===== config.mk =====
export PLATFORM = sky130hd
export DESIGN_NAME = gpx_port
export DESIGN_NICKNAME = d
export VERILOG_FILES = /design/src/common/gpx_pkg.sv /design/src/hdl/gpx_sync.sv /design/src/hdl/gpx_pin.sv /design/src/hdl/gpx_port.sv
export SDC_FILE = /design/constraint.sdc
export NUM_CORES = 1
export LEC_CHECK = 0
export ABC_CLOCK_PERIOD_IN_PS = 2340
export BUFFER_PORTS_ARGS = -buffer_cell sky130_fd_sc_hd__buf_4
export CELL_PAD_IN_SITES_DETAIL_PLACEMENT = 1
export CELL_PAD_IN_SITES_GLOBAL_PLACEMENT = 1
export CORE_ASPECT_RATIO = 0.9
export CORE_UTILIZATION = 47
export CTS_BUF_LIST = sky130_fd_sc_hd__clkbuf_2
export CTS_CLUSTER_SIZE = 20
export DETAILED_ROUTE_END_ITERATION = 16
export PLACE_DENSITY_LB_ADDON = 0.3
export SYNTH_ARGS = -nofsm -noshare
export SYNTH_HDL_FRONTEND = slang
export SYNTH_SLANG_ARGS = --single-unit

===== constraint.sdc =====
create_clock -name clk_i -period 2.34 [get_ports clk_i]
set_input_delay 0.117 -clock clk_i [delete_from_list [all_inputs] [get_ports clk_i]]
set_output_delay 0.117 -clock clk_i [all_outputs]
set_load 0.005 [all_outputs]

===== src/common/gpx_pkg.sv =====
// How it works
// - eight drive modes, analog disables both buffers
// - input only, pull combos, open drain modes
// - per pin CMOS or LVTTL input threshold
// - input and output buffers enabled separately
// - per pin slow slew-rate select
// - ports of eight pins, three ports narrower
// - all pins disabled while reset active
// - per pin mux picks port or peripheral
// - data output register drives enabled pins
// - pin state register returns pin levels
// - pin interrupts only when enabled
// - one interrupt line per port, five total
package gpx_pkg;
  localparam int NPORT = 5;
  localparam int PW = 8;
  localparam int NPIN = NPORT * PW;
  localparam int MAXPIN = 36;
  localparam int SELW = 2;
  localparam int AW = 8;
  localparam int PORTW = AW - 5;
  // ports 2 and 3 carry seven pins, port 4 carries four
  localparam logic [NPIN-1:0] PIN_MASK = 40'h0f7f7fffff;
  // per-port register offsets inside a 32-byte window
  localparam logic [4:0] R_OUT = 5'h00;
  localparam logic [4:0] R_IN = 5'h04;
  localparam logic [4:0] R_MODE = 5'h08;
  localparam logic [4:0] R_CFG = 5'h0c;
  localparam logic [4:0] R_SEL = 5'h10;
  localparam logic [4:0] R_ISTAT = 5'h14;
  localparam logic [4:0] R_ICLR = 5'h18;
  localparam logic [4:0] R_IEN = 5'h1c;
  // field positions in the config and interrupt enable words
  localparam int CFG_IE = 0;
  localparam int CFG_OE = 8;
  localparam int CFG_LVTTL = 16;
  localparam int CFG_SLOW = 24;
  localparam int IEN_EN = 0;
  localparam int IEN_FALL = 8;
  // reset values: analog mode, buffers off, port data selected
  localparam logic [31:0] RST_VAL = 32'h0000_0000;
  localparam logic [1:0] SYNC_DONE = 2'h3;
  typedef enum logic [2:0] {
    GPX_ANALOG,
    GPX_INPUT,
    GPX_PUW_PDS,
    GPX_PUS_PDW,
    GPX_OD_LO,
    GPX_OD_HI,
    GPX_STRONG,
    GPX_RES
  } gpx_mode_t;
endpackage


===== src/hdl/gpx_sync.sv =====
`timescale 1ns/1ns
module gpx_sync #(
  parameter int W = 8
) (
  input wire logic clk_i, // system clock
  input wire logic rst_n_i, // async reset, active low
  input wire logic [W-1:0] d_i, // asynchronous levels
  output logic [W-1:0] q_o // synchronised levels
);
  typedef struct packed {
    logic [W-1:0] s1;
    logic [W-1:0] s2;
  } gpx_sync_t;
  gpx_sync_t st;
  gpx_sync_t next_st;

  always_comb
  begin
    next_st.s1 = d_i;
    next_st.s2 = st.s1;
  end

  always_ff @(posedge clk_i or negedge rst_n_i)
  begin
    if (!rst_n_i)
      st <= '0;
    else
      st <= next_st;
  end

  assign q_o = st.s2;
endmodule


===== src/hdl/gpx_pin.sv =====
`timescale 1ns/1ns
module gpx_pin
  import gpx_pkg::*;
(
  input wire gpx_pkg::gpx_mode_t mode_i, // drive mode
  input wire logic d_i, // value to drive
  input wire logic ie_i, // input buffer enable
  input wire logic oe_i, // output buffer enable
  input wire logic en_i, // pin present and out of reset
  output logic drv_en_o, // strong driver on
  output logic pu_o, // weak pull-up on
  output logic pd_o, // weak pull-down on
  output logic ie_o // input buffer on
);
  logic hi_s;
  logic lo_s;
  logic pu_w;
  logic pd_w;
  logic inb;

  always_comb
  begin
    hi_s = 1'b0;
    lo_s = 1'b0;
    pu_w = 1'b0;
    pd_w = 1'b0;
    inb = 1'b1;
    case (mode_i)
      GPX_ANALOG: inb = 1'b0;
      GPX_INPUT: inb = 1'b1;
      GPX_PUW_PDS:
      begin
        lo_s = 1'b1;
        pu_w = 1'b1;
      end
      GPX_PUS_PDW:
      begin
        hi_s = 1'b1;
        pd_w = 1'b1;
      end
      GPX_OD_LO: lo_s = 1'b1;
      GPX_OD_HI: hi_s = 1'b1;
      GPX_STRONG:
      begin
        hi_s = 1'b1;
        lo_s = 1'b1;
      end
      GPX_RES:
      begin
        pu_w = 1'b1;
        pd_w = 1'b1;
      end
      default: inb = 1'b0;
    endcase
  end

  // buffer enables gate every mode, so software can park a pin
  assign drv_en_o = en_i & oe_i & ((d_i & hi_s) | (~d_i & lo_s));
  assign pu_o = en_i & oe_i & d_i & pu_w;
  assign pd_o = en_i & oe_i & ~d_i & pd_w;
  assign ie_o = en_i & ie_i & inb;
endmodule


===== src/hdl/gpx_port.sv =====
`timescale 1ns/1ns
module gpx_port
  import gpx_pkg::*;
#(
  parameter int NP = gpx_pkg::NPORT,
  parameter logic [NP*8-1:0] MASK = gpx_pkg::PIN_MASK
) (
  input wire logic clk_i, // system clock
  input wire logic rst_n_i, // async reset, active low
  input wire logic [gpx_pkg::AW-1:0] avs_address_i, // byte address
  input wire logic avs_read_i, // read request
  input wire logic avs_write_i, // write request
  input wire logic [31:0] avs_writedata_i, // write data
  input wire logic [3:0] avs_byteenable_i, // byte lanes
  output logic [31:0] avs_readdata_o, // read data
  output logic avs_waitrequest_o, // stall
  input wire logic [NP*8-1:0] pad_i, // pin levels
  input wire logic [NP*8*3-1:0] periph_i, // peripheral outputs
  output logic [NP*8-1:0] pad_o, // value to drive
  output logic [NP*8-1:0] pad_oe_o, // strong driver enable
  output logic [NP*8-1:0] pad_pu_o, // weak pull-up
  output logic [NP*8-1:0] pad_pd_o, // weak pull-down
  output logic [NP*8-1:0] pad_ie_o, // input buffer enable
  output logic [NP*8-1:0] pad_lvttl_o, // LVTTL threshold
  output logic [NP*8-1:0] pad_slow_o, // slow slew rate
  output logic [NP-1:0] irq_o, // per-port interrupt
  output logic irq_any_o // any port interrupt
);
  localparam int N = NP * PW;

  // refused at elaboration, before any logic is built
  if (NP < 1 || NP > (1 << PORTW))
  begin : g_bad_np
    $error("port count does not fit the address map");
  end
  if ($countones(MASK) > MAXPIN)
  begin : g_bad_mask
    $error("too many pins enabled");
  end

  typedef struct packed {
    logic ack;
    logic [31:0] rdata;
    logic [NP-1:0][PW-1:0] dout;
    logic [NP-1:0][3*PW-1:0] mode;
    logic [NP-1:0][31:0] cfg;
    logic [NP-1:0][SELW*PW-1:0] sel;
    logic [NP-1:0][PW-1:0] stat;
    logic [NP-1:0][2*PW-1:0] ien;
    logic [NP-1:0][PW-1:0] prev;
    logic [1:0] up;
  } gpx_state_t;

  gpx_state_t st;
  gpx_state_t next_st;
  logic [NP-1:0][PW-1:0] lvl;
  logic [NP-1:0][PW-1:0] clr;
  logic [31:0] rd_val;
  logic wr;

  function automatic logic hit(input logic [AW-1:0] a, input int p,
                               input logic [4:0] off);
    return a == {PORTW'(p), off};
  endfunction

  function automatic logic [31:0] merge(input logic [31:0] o,
                                        input logic [31:0] n,
                                        input logic [3:0] be);
    logic [31:0] r;
    r = o;
    for (int i = 0; i < 4; i++)
      if (be[i])
        r[8*i +: 8] = n[8*i +: 8];
    return r;
  endfunction

  ////////////////////////////////////////////////////////////////////////////

  // unimplemented pins are tied low before sampling
  gpx_sync #(
    .W(N)
  ) u_sync (
    .clk_i(clk_i),
    .rst_n_i(rst_n_i),
    .d_i(pad_i & MASK),
    .q_o(lvl)
  );

  ////////////////////////////////////////////////////////////////////////////

  always_comb
  begin
    next_st = st;
    rd_val = RST_VAL;
    clr = '0;
    // one wait cycle: every access completes on the second edge
    wr = avs_write_i & st.ack;
    next_st.ack = (avs_read_i | avs_write_i) & ~st.ack;
    next_st.prev = lvl;
    next_st.up = (st.up == SYNC_DONE) ? st.up : st.up + 2'h1;
    for (int p = 0; p < NP; p++)
    begin
      if (hit(avs_address_i, p, R_OUT))
        rd_val = 32'(st.dout[p]);
      if (hit(avs_address_i, p, R_IN))
        rd_val = 32'(lvl[p]);
      if (hit(avs_address_i, p, R_MODE))
        rd_val = 32'(st.mode[p]);
      if (hit(avs_address_i, p, R_CFG))
        rd_val = st.cfg[p];
      if (hit(avs_address_i, p, R_SEL))
        rd_val = 32'(st.sel[p]);
      if (hit(avs_address_i, p, R_ISTAT))
        rd_val = 32'(st.stat[p]);
      if (hit(avs_address_i, p, R_IEN))
        rd_val = 32'(st.ien[p]);
      if (wr && hit(avs_address_i, p, R_OUT))
        next_st.dout[p] = PW'(merge(32'(st.dout[p]), avs_writedata_i,
                                    avs_byteenable_i));
      if (wr && hit(avs_address_i, p, R_MODE))
        next_st.mode[p] = (3*PW)'(merge(32'(st.mode[p]), avs_writedata_i,
                                        avs_byteenable_i));
      if (wr && hit(avs_address_i, p, R_CFG))
        next_st.cfg[p] = merge(st.cfg[p], avs_writedata_i,
                               avs_byteenable_i);
      if (wr && hit(avs_address_i, p, R_SEL))
        next_st.sel[p] = (SELW*PW)'(merge(32'(st.sel[p]), avs_writedata_i,
                                          avs_byteenable_i));
      if (wr && hit(avs_address_i, p, R_IEN))
        next_st.ien[p] = (2*PW)'(merge(32'(st.ien[p]), avs_writedata_i,
                                       avs_byteenable_i));
      if (wr && hit(avs_address_i, p, R_ICLR) && avs_byteenable_i[0])
        clr[p] = avs_writedata_i[PW-1:0];
      for (int b = 0; b < PW; b++)
      begin
        // a new edge in the clearing cycle keeps the flag set
        next_st.stat[p][b] = (st.stat[p][b] & ~clr[p][b]) |
          (st.ien[p][IEN_EN+b] &
           (st.ien[p][IEN_FALL+b] ? (st.prev[p][b] & ~lvl[p][b])
                                  : (~st.prev[p][b] & lvl[p][b])));
      end
    end
    if (avs_read_i & ~st.ack)
      next_st.rdata = rd_val;
  end

  always_ff @(posedge clk_i or negedge rst_n_i)
  begin
    if (!rst_n_i)
      st <= '0;
    else
      st <= next_st;
  end

  assign avs_waitrequest_o = (avs_read_i | avs_write_i) & ~st.ack;
  assign avs_readdata_o = st.rdata;

  ////////////////////////////////////////////////////////////////////////////

  for (genvar p = 0; p < NP; p++)
  begin : g_port
    assign irq_o[p] = |(st.stat[p] & st.ien[p][IEN_EN +: PW]);
    for (genvar b = 0; b < PW; b++)
    begin : g_pin
      localparam int I = p * PW + b;
      logic en;
      logic [3:0] src;
      // reset forces every pin off at once, not one edge later
      assign en = MASK[I] & rst_n_i;
      assign src = {periph_i[2*N+I], periph_i[N+I], periph_i[I],
                    st.dout[p][b]};
      assign pad_o[I] = src[st.sel[p][SELW*b +: SELW]];
      assign pad_lvttl_o[I] = en & st.cfg[p][CFG_LVTTL+b];
      assign pad_slow_o[I] = en & st.cfg[p][CFG_SLOW+b];
      gpx_pin u_pin (
        .mode_i(gpx_mode_t'(st.mode[p][3*b +: 3])),
        .d_i(pad_o[I]),
        .ie_i(st.cfg[p][CFG_IE+b]),
        .oe_i(st.cfg[p][CFG_OE+b]),
        .en_i(en),
        .drv_en_o(pad_oe_o[I]),
        .pu_o(pad_pu_o[I]),
        .pd_o(pad_pd_o[I]),
        .ie_o(pad_ie_o[I])
      );
    end
  end

  assign irq_any_o = |irq_o;
endmodule


==> results of run 1 <==
through the flow:
stage	std cells	hold slack, ps	setup TNS, ps	cell area (µm²)	util
floorplan	3257	-179	0	35300	-
detailed placement	4617	51.9	-13920	40600	0.552
CTS	5397	1.26	-125570	47800	0.650
global placement	4617	46.9	-10210	40600	0.552
layer usage:
metal,track usage,GRT overflow
met4,0.860,114
met2,0.978,128
met3,0.774,31
met5,0.592,8
met1,0.838,33
timing repair:
action                                 in CTS
endpoints found under the hold margin    1242
hold buffers                              233
gates resized for setup                   403
pin swaps                                  72
setup buffers                             261
setup endpoints to repair                 218
cells by family after synthesis:
kind of cell    count (synthesis)
compound gates                672
xor+xnor                       35
buf+inv                       438
flops                         655
mux                           541
other cells                     1
simple gates                  880
==> qor.csv, run 1 <==
stage,metric,value,unit
synthesis,"top cells by area, synth","dfrtp_1 (47%), mux2_2 (15%), buf_4 (5.5%), nand2_1 (3.1%), mux4_2 (2.6%)",
clock_tree,clock sinks,655,
sta,Crit. endpoint post-GRT repair,pad_oe_o[28],
synthesis,mux share of post-synthesis cell area,0.185,
synthesis,largest family of logic cells by synthesized area,multiplexers,
synthesis,Post-Syn Area,35200,µm²
global_routing,Tot GR Track Use,0.859,
synthesis,Netlist cell types,85,
synthesis,adder-cell share of the synthesized area,0,
synthesis,top_reg_cell synth,dfrtp_1,
floorplanning,Die H,262,µm
sta,worst endpoint type,top-level output,
synthesis,Synth Area in XOR/XNOR,0.00871,
synthesis,Synth Area in Compound Gates,0.133,
synthesis,#FFs+latches synth,655,
clock_tree,CTS H-tree depth,4,
floorplanning,width of the die,291,µm
synthesis,Commonest cells post-synth,"dfrtp_1 (655), mux2_2 (471), nand2_1 (295), buf_4 (256), nor2_1 (171)",
synthesis,"EDFF count, synth",0,
synthesis,most frequent cell after synthesis,dfrtp_1,
synthesis,Post-Syn Instances,3222,
synthesis,Synth top area share,0.465,
placed_design,Post-Place Worst Slack,-547,ps
synthesis,Syn. warnings,0,
clock_tree,cts bufs inserted,169,
floorplanning,number of cell rows,94,
placed_design,buffers added on ports,484,
clock_tree,clk buf depth,3,
floorplanning,I/O pin cnt,527,
placed_design,post-DP HPWL,127000,µm
global_routing,GRT overflow,314,
synthesis,Avg Inst Size Synth,10.9,µm²
synthesis,"Seq/Total Area, Yosys",0.465,
run_status,Halt Stage,global routing (5_1_grt),
synthesis,Synth area leader,dfrtp_1,
synthesis,ys async rst share,1.00,
clock_tree,root buffer cell,clkbuf_2,
synthesis,Synth Area in Simple Gates,0.130,
global_routing,largest net degree at the start of global routing,119,
run_status,run status,aborted with a tool error,
floorplanning,Initial Utilization,0.478,
run_status,Stop Error,[ERROR GRT-0232] Routing congestion too high. Check the congestion heatmap in the GUI.,
global_routing,initial antenna violation count,49,
placed_design,GP Congestion,1.01,
==> run 2: changes to the inputs <==
CELL_PAD_IN_SITES_DETAIL_PLACEMENT = not set   (was 1)
CELL_PAD_IN_SITES_GLOBAL_PLACEMENT = not set   (was 1)
CORE_ASPECT_RATIO = not set   (was 0.9)
CORE_UTILIZATION = 40   (was 47)
CTS_BUF_LIST = not set   (was sky130_fd_sc_hd__clkbuf_2)
CTS_CLUSTER_SIZE = not set   (was 20)
PLACE_DENSITY_LB_ADDON = 0.15   (was 0.3)
==> run 2 against run 1 <==
  * The flow now finishes, with violations (negative setup slack)
  * Synthesized area unchanged
  * Synthesized cell count stayed put
==> qor.csv, run 2 <==
stage,metric,value,unit,change
run_status,run status,"complete, but fails checks",,
run_status,failing checks,negative setup slack,,
synthesis,#FFs+latches synth,655,,unchanged
setup_path,R2R Path Start,g_port[1].g_pin[7].src[0],,
placed_design,GP Congestion,0.968,,-4.3%
sta,f_max,404,MHz,
floorplanning,Initial Utilization,0.405,,-0.0736
floorplanning,Core Region,87000,µm²,
detailed_routing,Initial DRC Count,2872,,
clock_tree,CTS H-tree depth,3,,-1
detailed_routing,WL per Instance,31.9,µm,
clock_tree,Clock Latency Late Sink,650,ps,
synthesis,top_reg_cell synth,dfrtp_1,,
setup_path,crit start category,flip-flop,,
sta,final worst path period share,1.06,,
sta,setup ws final,-135,ps,
synthesis,Avg Inst Size Synth,10.9,µm²,unchanged
synthesis,ys async rst share,1.00,,unchanged
power,standby leakage power,22.1,nW,
detailed_routing,Final ANT Viol Nets,0,,
synthesis,Synth area leader,dfrtp_1,,
global_routing,first-pass GRT wire length,229000,µm,
floorplanning,Die H,299,µm,+14%
power,overall power,26.7,mW,
final_layout,final core occ,0.518,,
detailed_routing,Vias,30600,,
sta,slew margin rel.,0.400,,
detailed_routing,Post-route DRC,0,,
sta,RSZ-0062 raised after global routing,yes,,
sta,endpoints failing setup,9,,
placed_design,buffers added on ports,484,,unchanged
setup_path,critical path peak fanout,4,,
hold_path,hold path endpoint,st[146],,
flow_run,max cap viols,0,,
global_routing,Tot GR Track Use,0.361,,
clock_tree,clk buf depth,3,,unchanged
floorplanning,width of the die,299,µm,+2.8%
clock_tree,clock sinks,655,,unchanged
clock_tree,cts bufs inserted,75,,-56%
floorplanning,number of cell rows,108,,+15%
power,"IR drop worst, VDD",0.000670,V,
setup_path,worst r2r path cells,8,,
clock_tree,Worst-path clk slew,60,ps,
synthesis,Post-Syn Instances,3222,,unchanged
sta,Slew @ Worst Pin,897,ps,
sta,final hold violations,0,,
floorplanning,I/O pin cnt,527,,unchanged
synthesis,"top cells by area, synth","dfrtp_1 (47%), mux2_2 (15%), buf_4 (5.5%), nand2_1 (3.1%), mux4_2 (2.6%)",,
synthesis,Syn. warnings,0,,unchanged
setup_path,Worst setup EP type,primary output,,
clock_tree,root buffer cell,clkbuf_16,,
synthesis,most frequent cell after synthesis,dfrtp_1,,
sta,fin crit period,2470,ps,
global_routing,GRT overflow,0,,
final_layout,# nets final,4120,,
setup_path,worst reg2reg setup slack,20,ps,
global_routing,number of global-route vias before repair,30400,,
power,PwrDens,591,nW/µm²,
setup_path,CP arrival,2360,ps,
synthesis,Commonest cells post-synth,"dfrtp_1 (655), mux2_2 (471), nand2_1 (295), buf_4 (256), nor2_1 (171)",,
hold_path,Min-Delay Path Depth,3,,
synthesis,"Seq/Total Area, Yosys",0.465,,unchanged
final_layout,"Most flops, register",st,,
final_layout,Largest register FFs,515,,
final_layout,"commonest non-fill, non-tap cells in the layout","buf_4 (909), dfrtp_1 (619), mux2_2 (471)",,
floorplanning,DIE AREA,89200,µm²,
global_routing,initial antenna violation count,6,,
placed_design,post-DP HPWL,127000,µm,about the same
hold_path,worst hold path type,input port to flip-flop,,
synthesis,"EDFF count, synth",0,,unchanged
sta,final-report max-slew violation count,0,,
placed_design,Post-Place Worst Slack,-420,ps,+127 ps
final_layout,Layout area overhead,28.0,%,
detailed_routing,DRT Wirelength,163000,µm,
clock_tree,CTS tree,built,,
synthesis,Synth top area share,0.465,,unchanged
hold_path,hold_sp,avs_writedata_i[0],,
final_layout,fraction of layout cells with a size suffix above 1,0.437,,
global_routing,largest net degree at the start of global routing,105,,
setup_path,CP Class,flip-flop to primary output,,
final_layout,"commonest non-fill, non-tap cell in the layout",buf_4,,
setup_path,Required @ worst endpoint,2220,ps,
detailed_routing,Via-to-Cell Ratio,5.96,,
synthesis,Post-Syn Area,35200,µm²,unchanged
setup_path,worst r2r dst,avs_readdata_o[7],,
synthesis,Netlist cell types,85,,unchanged
detailed_routing,drt pass-1 iters,5,,
sta,Worst Skew,13.6,ps,
[run 2: cell counts after synthesis]
Identical to the previous run, type by type.
[run 2: through the flow]
stage | cells | hold slack (ps) | setup TNS, ps | area, µm²
CTS | 5102 | 10.6 | -570 | 44800
global placement | 4860 | 53.0 | -9090 | 41100
floorplan | 3257 | -179 | 0 | 35300
finish | 5126 | 49.0 | -528 | 45100
detailed placement | 4860 | 56.3 | -12580 | 41100
global route | 5124 | 21.6 | -1360 | 45100
[run 2: worst max-delay path, cell delays in order (launching register included)]
cell,delay (ps)
dfrtp_1,400
mux4_2,610
nand2b_1,130
a21oi_2,60
a211oi_2,250
buf_4,170
buf_6,90
[run 2: cells by family (layout without fill, tap and decap cells)]
family,Yosys count,after routing,share of synthesized area
AO/OA/AOI/OAI,672,672,0.133
flip-flops,655,655,0.465
AND/OR/NAND/NOR,880,880,0.130
other,1,38,0.000106
multiplexers,541,541,0.185
XOR/XNOR,35,35,0.00871
buffers and inverters,438,1150,0.0774
[run 2: how the worst max path moves through the flow]
stage | cells after the start | from | end
after global placement | 11 | avs_address_i[5] | avs_readdata_o[7]
after global routing | 6 | st[218] | pad_oe_o[28]
after floorplan | 8 | avs_address_i[1] | avs_readdata_o[6]
final | 6 | st[218] | pad_oe_o[28]
after CTS | 6 | st[218] | pad_oe_o[28]
after detailed placement | 11 | avs_address_i[0] | avs_readdata_o[1]
[run 2: final cells by class]
class,instances,area (µm²)
inverter,4,15.0
fill,7871,41900
tap,1155,1450
sequential,655,16400
timing repair buffer,1012,8160
clock buffer,104,2180
clock inverter,30,357
multi-input combinational,2164,16500
antenna,2,5.00
[run 2: per-layer routing]
layer	global-route usage	wire length (µm)
met2	0.556	73800
met3	0.0630	11200
met5	0	13
met4	0.127	6190
met1	0.511	72300
[run 2: power by group]
part	internal, mW	switching (mW)	leakage (nW)
Clock	7.19	5.03	1.25
Combinational	1.02	1.38	12.1
Sequential	11.6	0.419	8.81
[run 2: repair_timing]
item                       in CTS  in global routing
setup endpoints to repair      38                 39
hold endpoints to repair      546                  0
pin swaps                      14                 19
hold buffers                   62                  0
cloned                          0                  0
setup buffers                  46                 22
resized for setup              65                 39
(Power assumes the default switching activity.)
==> run 3: changes to the inputs <==
ABC_AREA = 1   (was not set)
CORE_MARGIN = 4   (was not set)
==> run 3 against run 2 <==
  * The flow still finishes with violations (negative setup slack)
  * Core utilization is 3.0 points higher
  * Combinational power is 6% lower
  * First-iteration DRC count up 12%
  * Clock power is 7% higher
  * Sequential cell count is the same
  * Clock skew increased by 10 ps
  * Sequential power about the same
  * Global-route usage shrank 4.6 points
  * Worst setup slack worse by 99 ps
  * Synthesized cell count increased by 35%
  * Total power rose by 1.8%
  * Critical path type unchanged
  * Critical endpoint is now pad_oe_o[29]
  * Largest power group unchanged
==> qor.csv, run 3 <==
stage,metric,value,unit,change
run_status,run status,"complete, but fails checks",,
run_status,failing checks,negative setup slack,,
synthesis,Synth top area share,0.483,,+0.0176
detailed_routing,DRT Wirelength,145000,µm,-12%
global_routing,first-pass GRT wire length,212000,µm,-7.4%
sta,slew margin rel.,0.327,,-0.0731
detailed_routing,WL per Instance,23.0,µm,-28%
power,standby leakage power,21.5,nW,-3.1%
synthesis,Avg Inst Size Synth,7.79,µm²,-29%
final_layout,Largest register FFs,515,,unchanged
final_layout,"commonest non-fill, non-tap cells in the layout","nand2_1 (1,223), buf_4 (887), dfrtp_1 (640)",,
setup_path,delay of the slowest critical-path stage,400,ps,-210 ps
synthesis,"top cells by area, synth","dfrtp_1 (48%), nand2_1 (14%), o21ai_0 (9.0%), buf_4 (5.5%), inv_1 (5.1%)",,
sta,Slew @ Worst Pin,1010,ps,+109 ps
sta,Worst Skew,23.8,ps,+10.2 ps
synthesis,Syn. warnings,0,,unchanged
hold_path,worst hold path type,input port to asynchronous set/reset pin,,
setup_path,Required @ worst endpoint,2220,ps,about the same
detailed_routing,drt pass-1 iters,6,,+1
placed_design,Placed Instances,5970,,+23%
detailed_routing,Final ANT Viol Nets,0,,unchanged
synthesis,Post-Syn Area,33900,µm²,-3.6%
final_layout,final core occ,0.548,,+0.0303
detailed_routing,Initial DRC Count,3223,,+12%
sta,final worst path period share,1.10,,+0.0423
synthesis,#FFs+latches synth,655,,unchanged
synthesis,Commonest cells post-synth,"nand2_1 (1,302), dfrtp_1 (655), o21ai_0 (609), inv_1 (465), buf_4 (247)",,
power,"IR drop worst, VDD",0.000512,V,-24%
sta,setup ws final,-234,ps,-99.0 ps
setup_path,crit start category,flip-flop,,
clock_tree,clk buf depth,3,,unchanged
synthesis,top_reg_cell synth,dfrtp_1,,
floorplanning,number of cell rows,106,,-1.9%
floorplanning,Initial Utilization,0.405,,about the same
clock_tree,CTS tree,built,,
final_layout,# nets final,5289,,+28%
floorplanning,Core Region,83800,µm²,-3.7%
setup_path,critical path peak fanout,4,,unchanged
synthesis,"Seq/Total Area, Yosys",0.483,,+0.0176
detailed_routing,Post-route DRC,0,,unchanged
final_layout,filler instances,8011,,+1.8%
synthesis,adder-cell share of the synthesized area,0,,unchanged
flow_run,max cap viols,0,,unchanged
clock_tree,root buffer cell,clkbuf_16,,
synthesis,Synth Area in Simple Gates,0.207,,+0.0771
clock_tree,clock sinks,655,,unchanged
setup_path,CP max-delay cell,dfrtp_2,,
final_layout,Layout area overhead,35.5,%,
synthesis,most frequent cell after synthesis,nand2_1,,
detailed_routing,Via-to-Cell Ratio,5.32,,-11%
power,PwrDens,590,nW/µm²,-0.18%
synthesis,"EDFF count, synth",0,,unchanged
sta,f_max,389,MHz,-3.8%
final_layout,fraction of layout cells with a size suffix above 1,0.305,,-0.132
synthesis,Netlist cell types,50,,-41%
global_routing,number of global-route vias before repair,32600,,+7.3%
final_layout,Multi-input gate area,15100,µm²,-8.2%
floorplanning,DIE AREA,89600,µm²,+0.37%
sta,final-report max-slew violation count,0,,unchanged
floorplanning,width of the die,299,µm,+0.19%
final_layout,Layout Cells excl Fill,6277,,+22%
final_layout,"commonest non-fill, non-tap cell in the layout",nand2_1,,
synthesis,Post-Syn Instances,4357,,+35%
global_routing,initial antenna violation count,2,,-4
placed_design,buffers added on ports,484,,unchanged
global_routing,GRT overflow,0,,unchanged
clock_tree,Worst-path clk slew,60,ps,about the same
setup_path,Worst setup EP type,primary output,,
setup_path,CP arrival,2460,ps,+100 ps
setup_path,CP Class,flip-flop to primary output,,
synthesis,largest family of logic cells by synthesized area,simple AND/OR/NAND/NOR gates,,
synthesis,Synth Area in XOR/XNOR,0.00671,,-0.00199
floorplanning,I/O pin cnt,527,,unchanged
final_layout,register area,16400,µm²,-0.16%
sta,fin crit period,2570,ps,+99.0 ps
synthesis,Synth Area in Compound Gates,0.176,,+0.0425
final_layout,"Most flops, register",st,,
sta,final hold violations,0,,unchanged
clock_tree,CTS H-tree depth,3,,unchanged
sta,RSZ-0062 raised after global routing,yes,,
placed_design,post-DP HPWL,107000,µm,-16%
setup_path,"Critical Path, Cell by Cell",buf_6 > nand2_1 > a32oi_1 > buf_4 > inv_4 > a21oi_4 > xnor2_2 > nor3b_2 > buf_4 > buf_6,,
synthesis,Synth area leader,dfrtp_1,,
sta,endpoints failing setup,31,,+22
floorplanning,Die H,299,µm,+0.19%
clock_tree,Clock Latency Late Sink,650,ps,about the same
power,overall power,27.1,mW,+1.8%
synthesis,mux share of post-synthesis cell area,0,,-0.185
detailed_routing,Vias,33400,,+9.3%
clock_tree,cts bufs inserted,77,,+2.7%
sta,setup TNS,-2100,ps,-1580 ps
global_routing,largest net degree at the start of global routing,128,,+22%
placed_design,GP Congestion,0.951,,-1.8%
global_routing,Tot GR Track Use,0.315,,-0.0463
synthesis,ys async rst share,1.00,,unchanged
run 3: cell count changes in the layout (fill, tap and decap cells not counted), moves of 41 or more:
cell      before   now
inv_2          1    87
nand4_1        7    48
a22oi_1       96     0
mux4_2        41     0
o21ai_0      129   596
inv_1          3   372
nand2b_1      41     0
nand2_1      287  1223
nand2_2       25    72
mux2_2       471     0
a21oi_1       95   143
and3_1        74     4
and2_1        69     0
run 3: critical path: cells and delay by family, from the launching register on:
kind                   cells  cell delay [ps]
AO/OA/AOI/OAI              2              370
XOR/XNOR                   1              140
flip-flops                 1              400
AND/OR/NAND/NOR            2              260
buffers and inverters      5              650
run 3: routing by layer:
metal	vias to the layer above	GRT usage	routed length [µm]
met2	1409	0.536	70300
met3	269	0.0426	10100
met1	16300	0.411	58400
li1	15400	-	-
met4	2	0.117	5640
met5	-	0	13
run 3: path summary, 6_finish.rpt:
check	startpoint	end	slack, ps	depth (start not counted)
worst max register to register	st[184]	avs_readdata_o[6]	-130	23
max in group asynchronous	rst_n_i	st[217]	860	6
min in group clk_i	avs_writedata_i[12]	st[254]	30	4
worst min-delay path	rst_n_i	st[141]	20	6
worst min register to register	u_sync.next_st[1]	u_sync.q_o[1]	340	0
worst max-delay path	st[220]	pad_oe_o[29]	-230	10
run 3: power breakdown:
group / total, mW / switching (mW) / internal (mW)
combinational: 2.26 / 1.36 / 0.900
clock: 13.0 / 5.11 / 7.91
sequential: 11.8 / 0.262 / 11.6
total: 27.1 / 6.73 / 20.4
run 3: stage by stage:
step / setup slack (ps) / cell area, µm² / hold WS [ps]
floorplan: 275 / 34100 / -179
global placement: -447 / 39800 / -3.49
detailed placement: -459 / 39800 / -7.91
CTS: -162 / 44900 / 2.22
global route: -336 / 46000 / 35.7
finish: -234 / 46000 / 20.5
run 3: timing repair:
action | in CTS | in global routing
pin swaps | 84 | 173
setup buffers | 77 | 38
hold buffers | 57 | 0
resized for setup | 331 | 236
endpoints found under the hold margin | 321 | 0
setup endpoints to repair | 76 | 76
run 3: layout make-up:
type / count / area share
sequential: 655 / 0.357
multi-input combinational: 2841 / 0.329
timing repair buffer: 1024 / 0.183
clock buffer: 105 / 0.0486
inverter: 482 / 0.0405
tap: 1134 / 0.0309
clock inverter: 34 / 0.0104
antenna: 2 / 0.000109
run 3: kinds of logic after synthesis:
kind of cell | count (synthesis)
xor gates and xnor gates | 26
AOI/OAI and AO/OA | 1059
and+or+nand+nor | 1720
other | 1
DFF | 655
buffers and inverters | 896
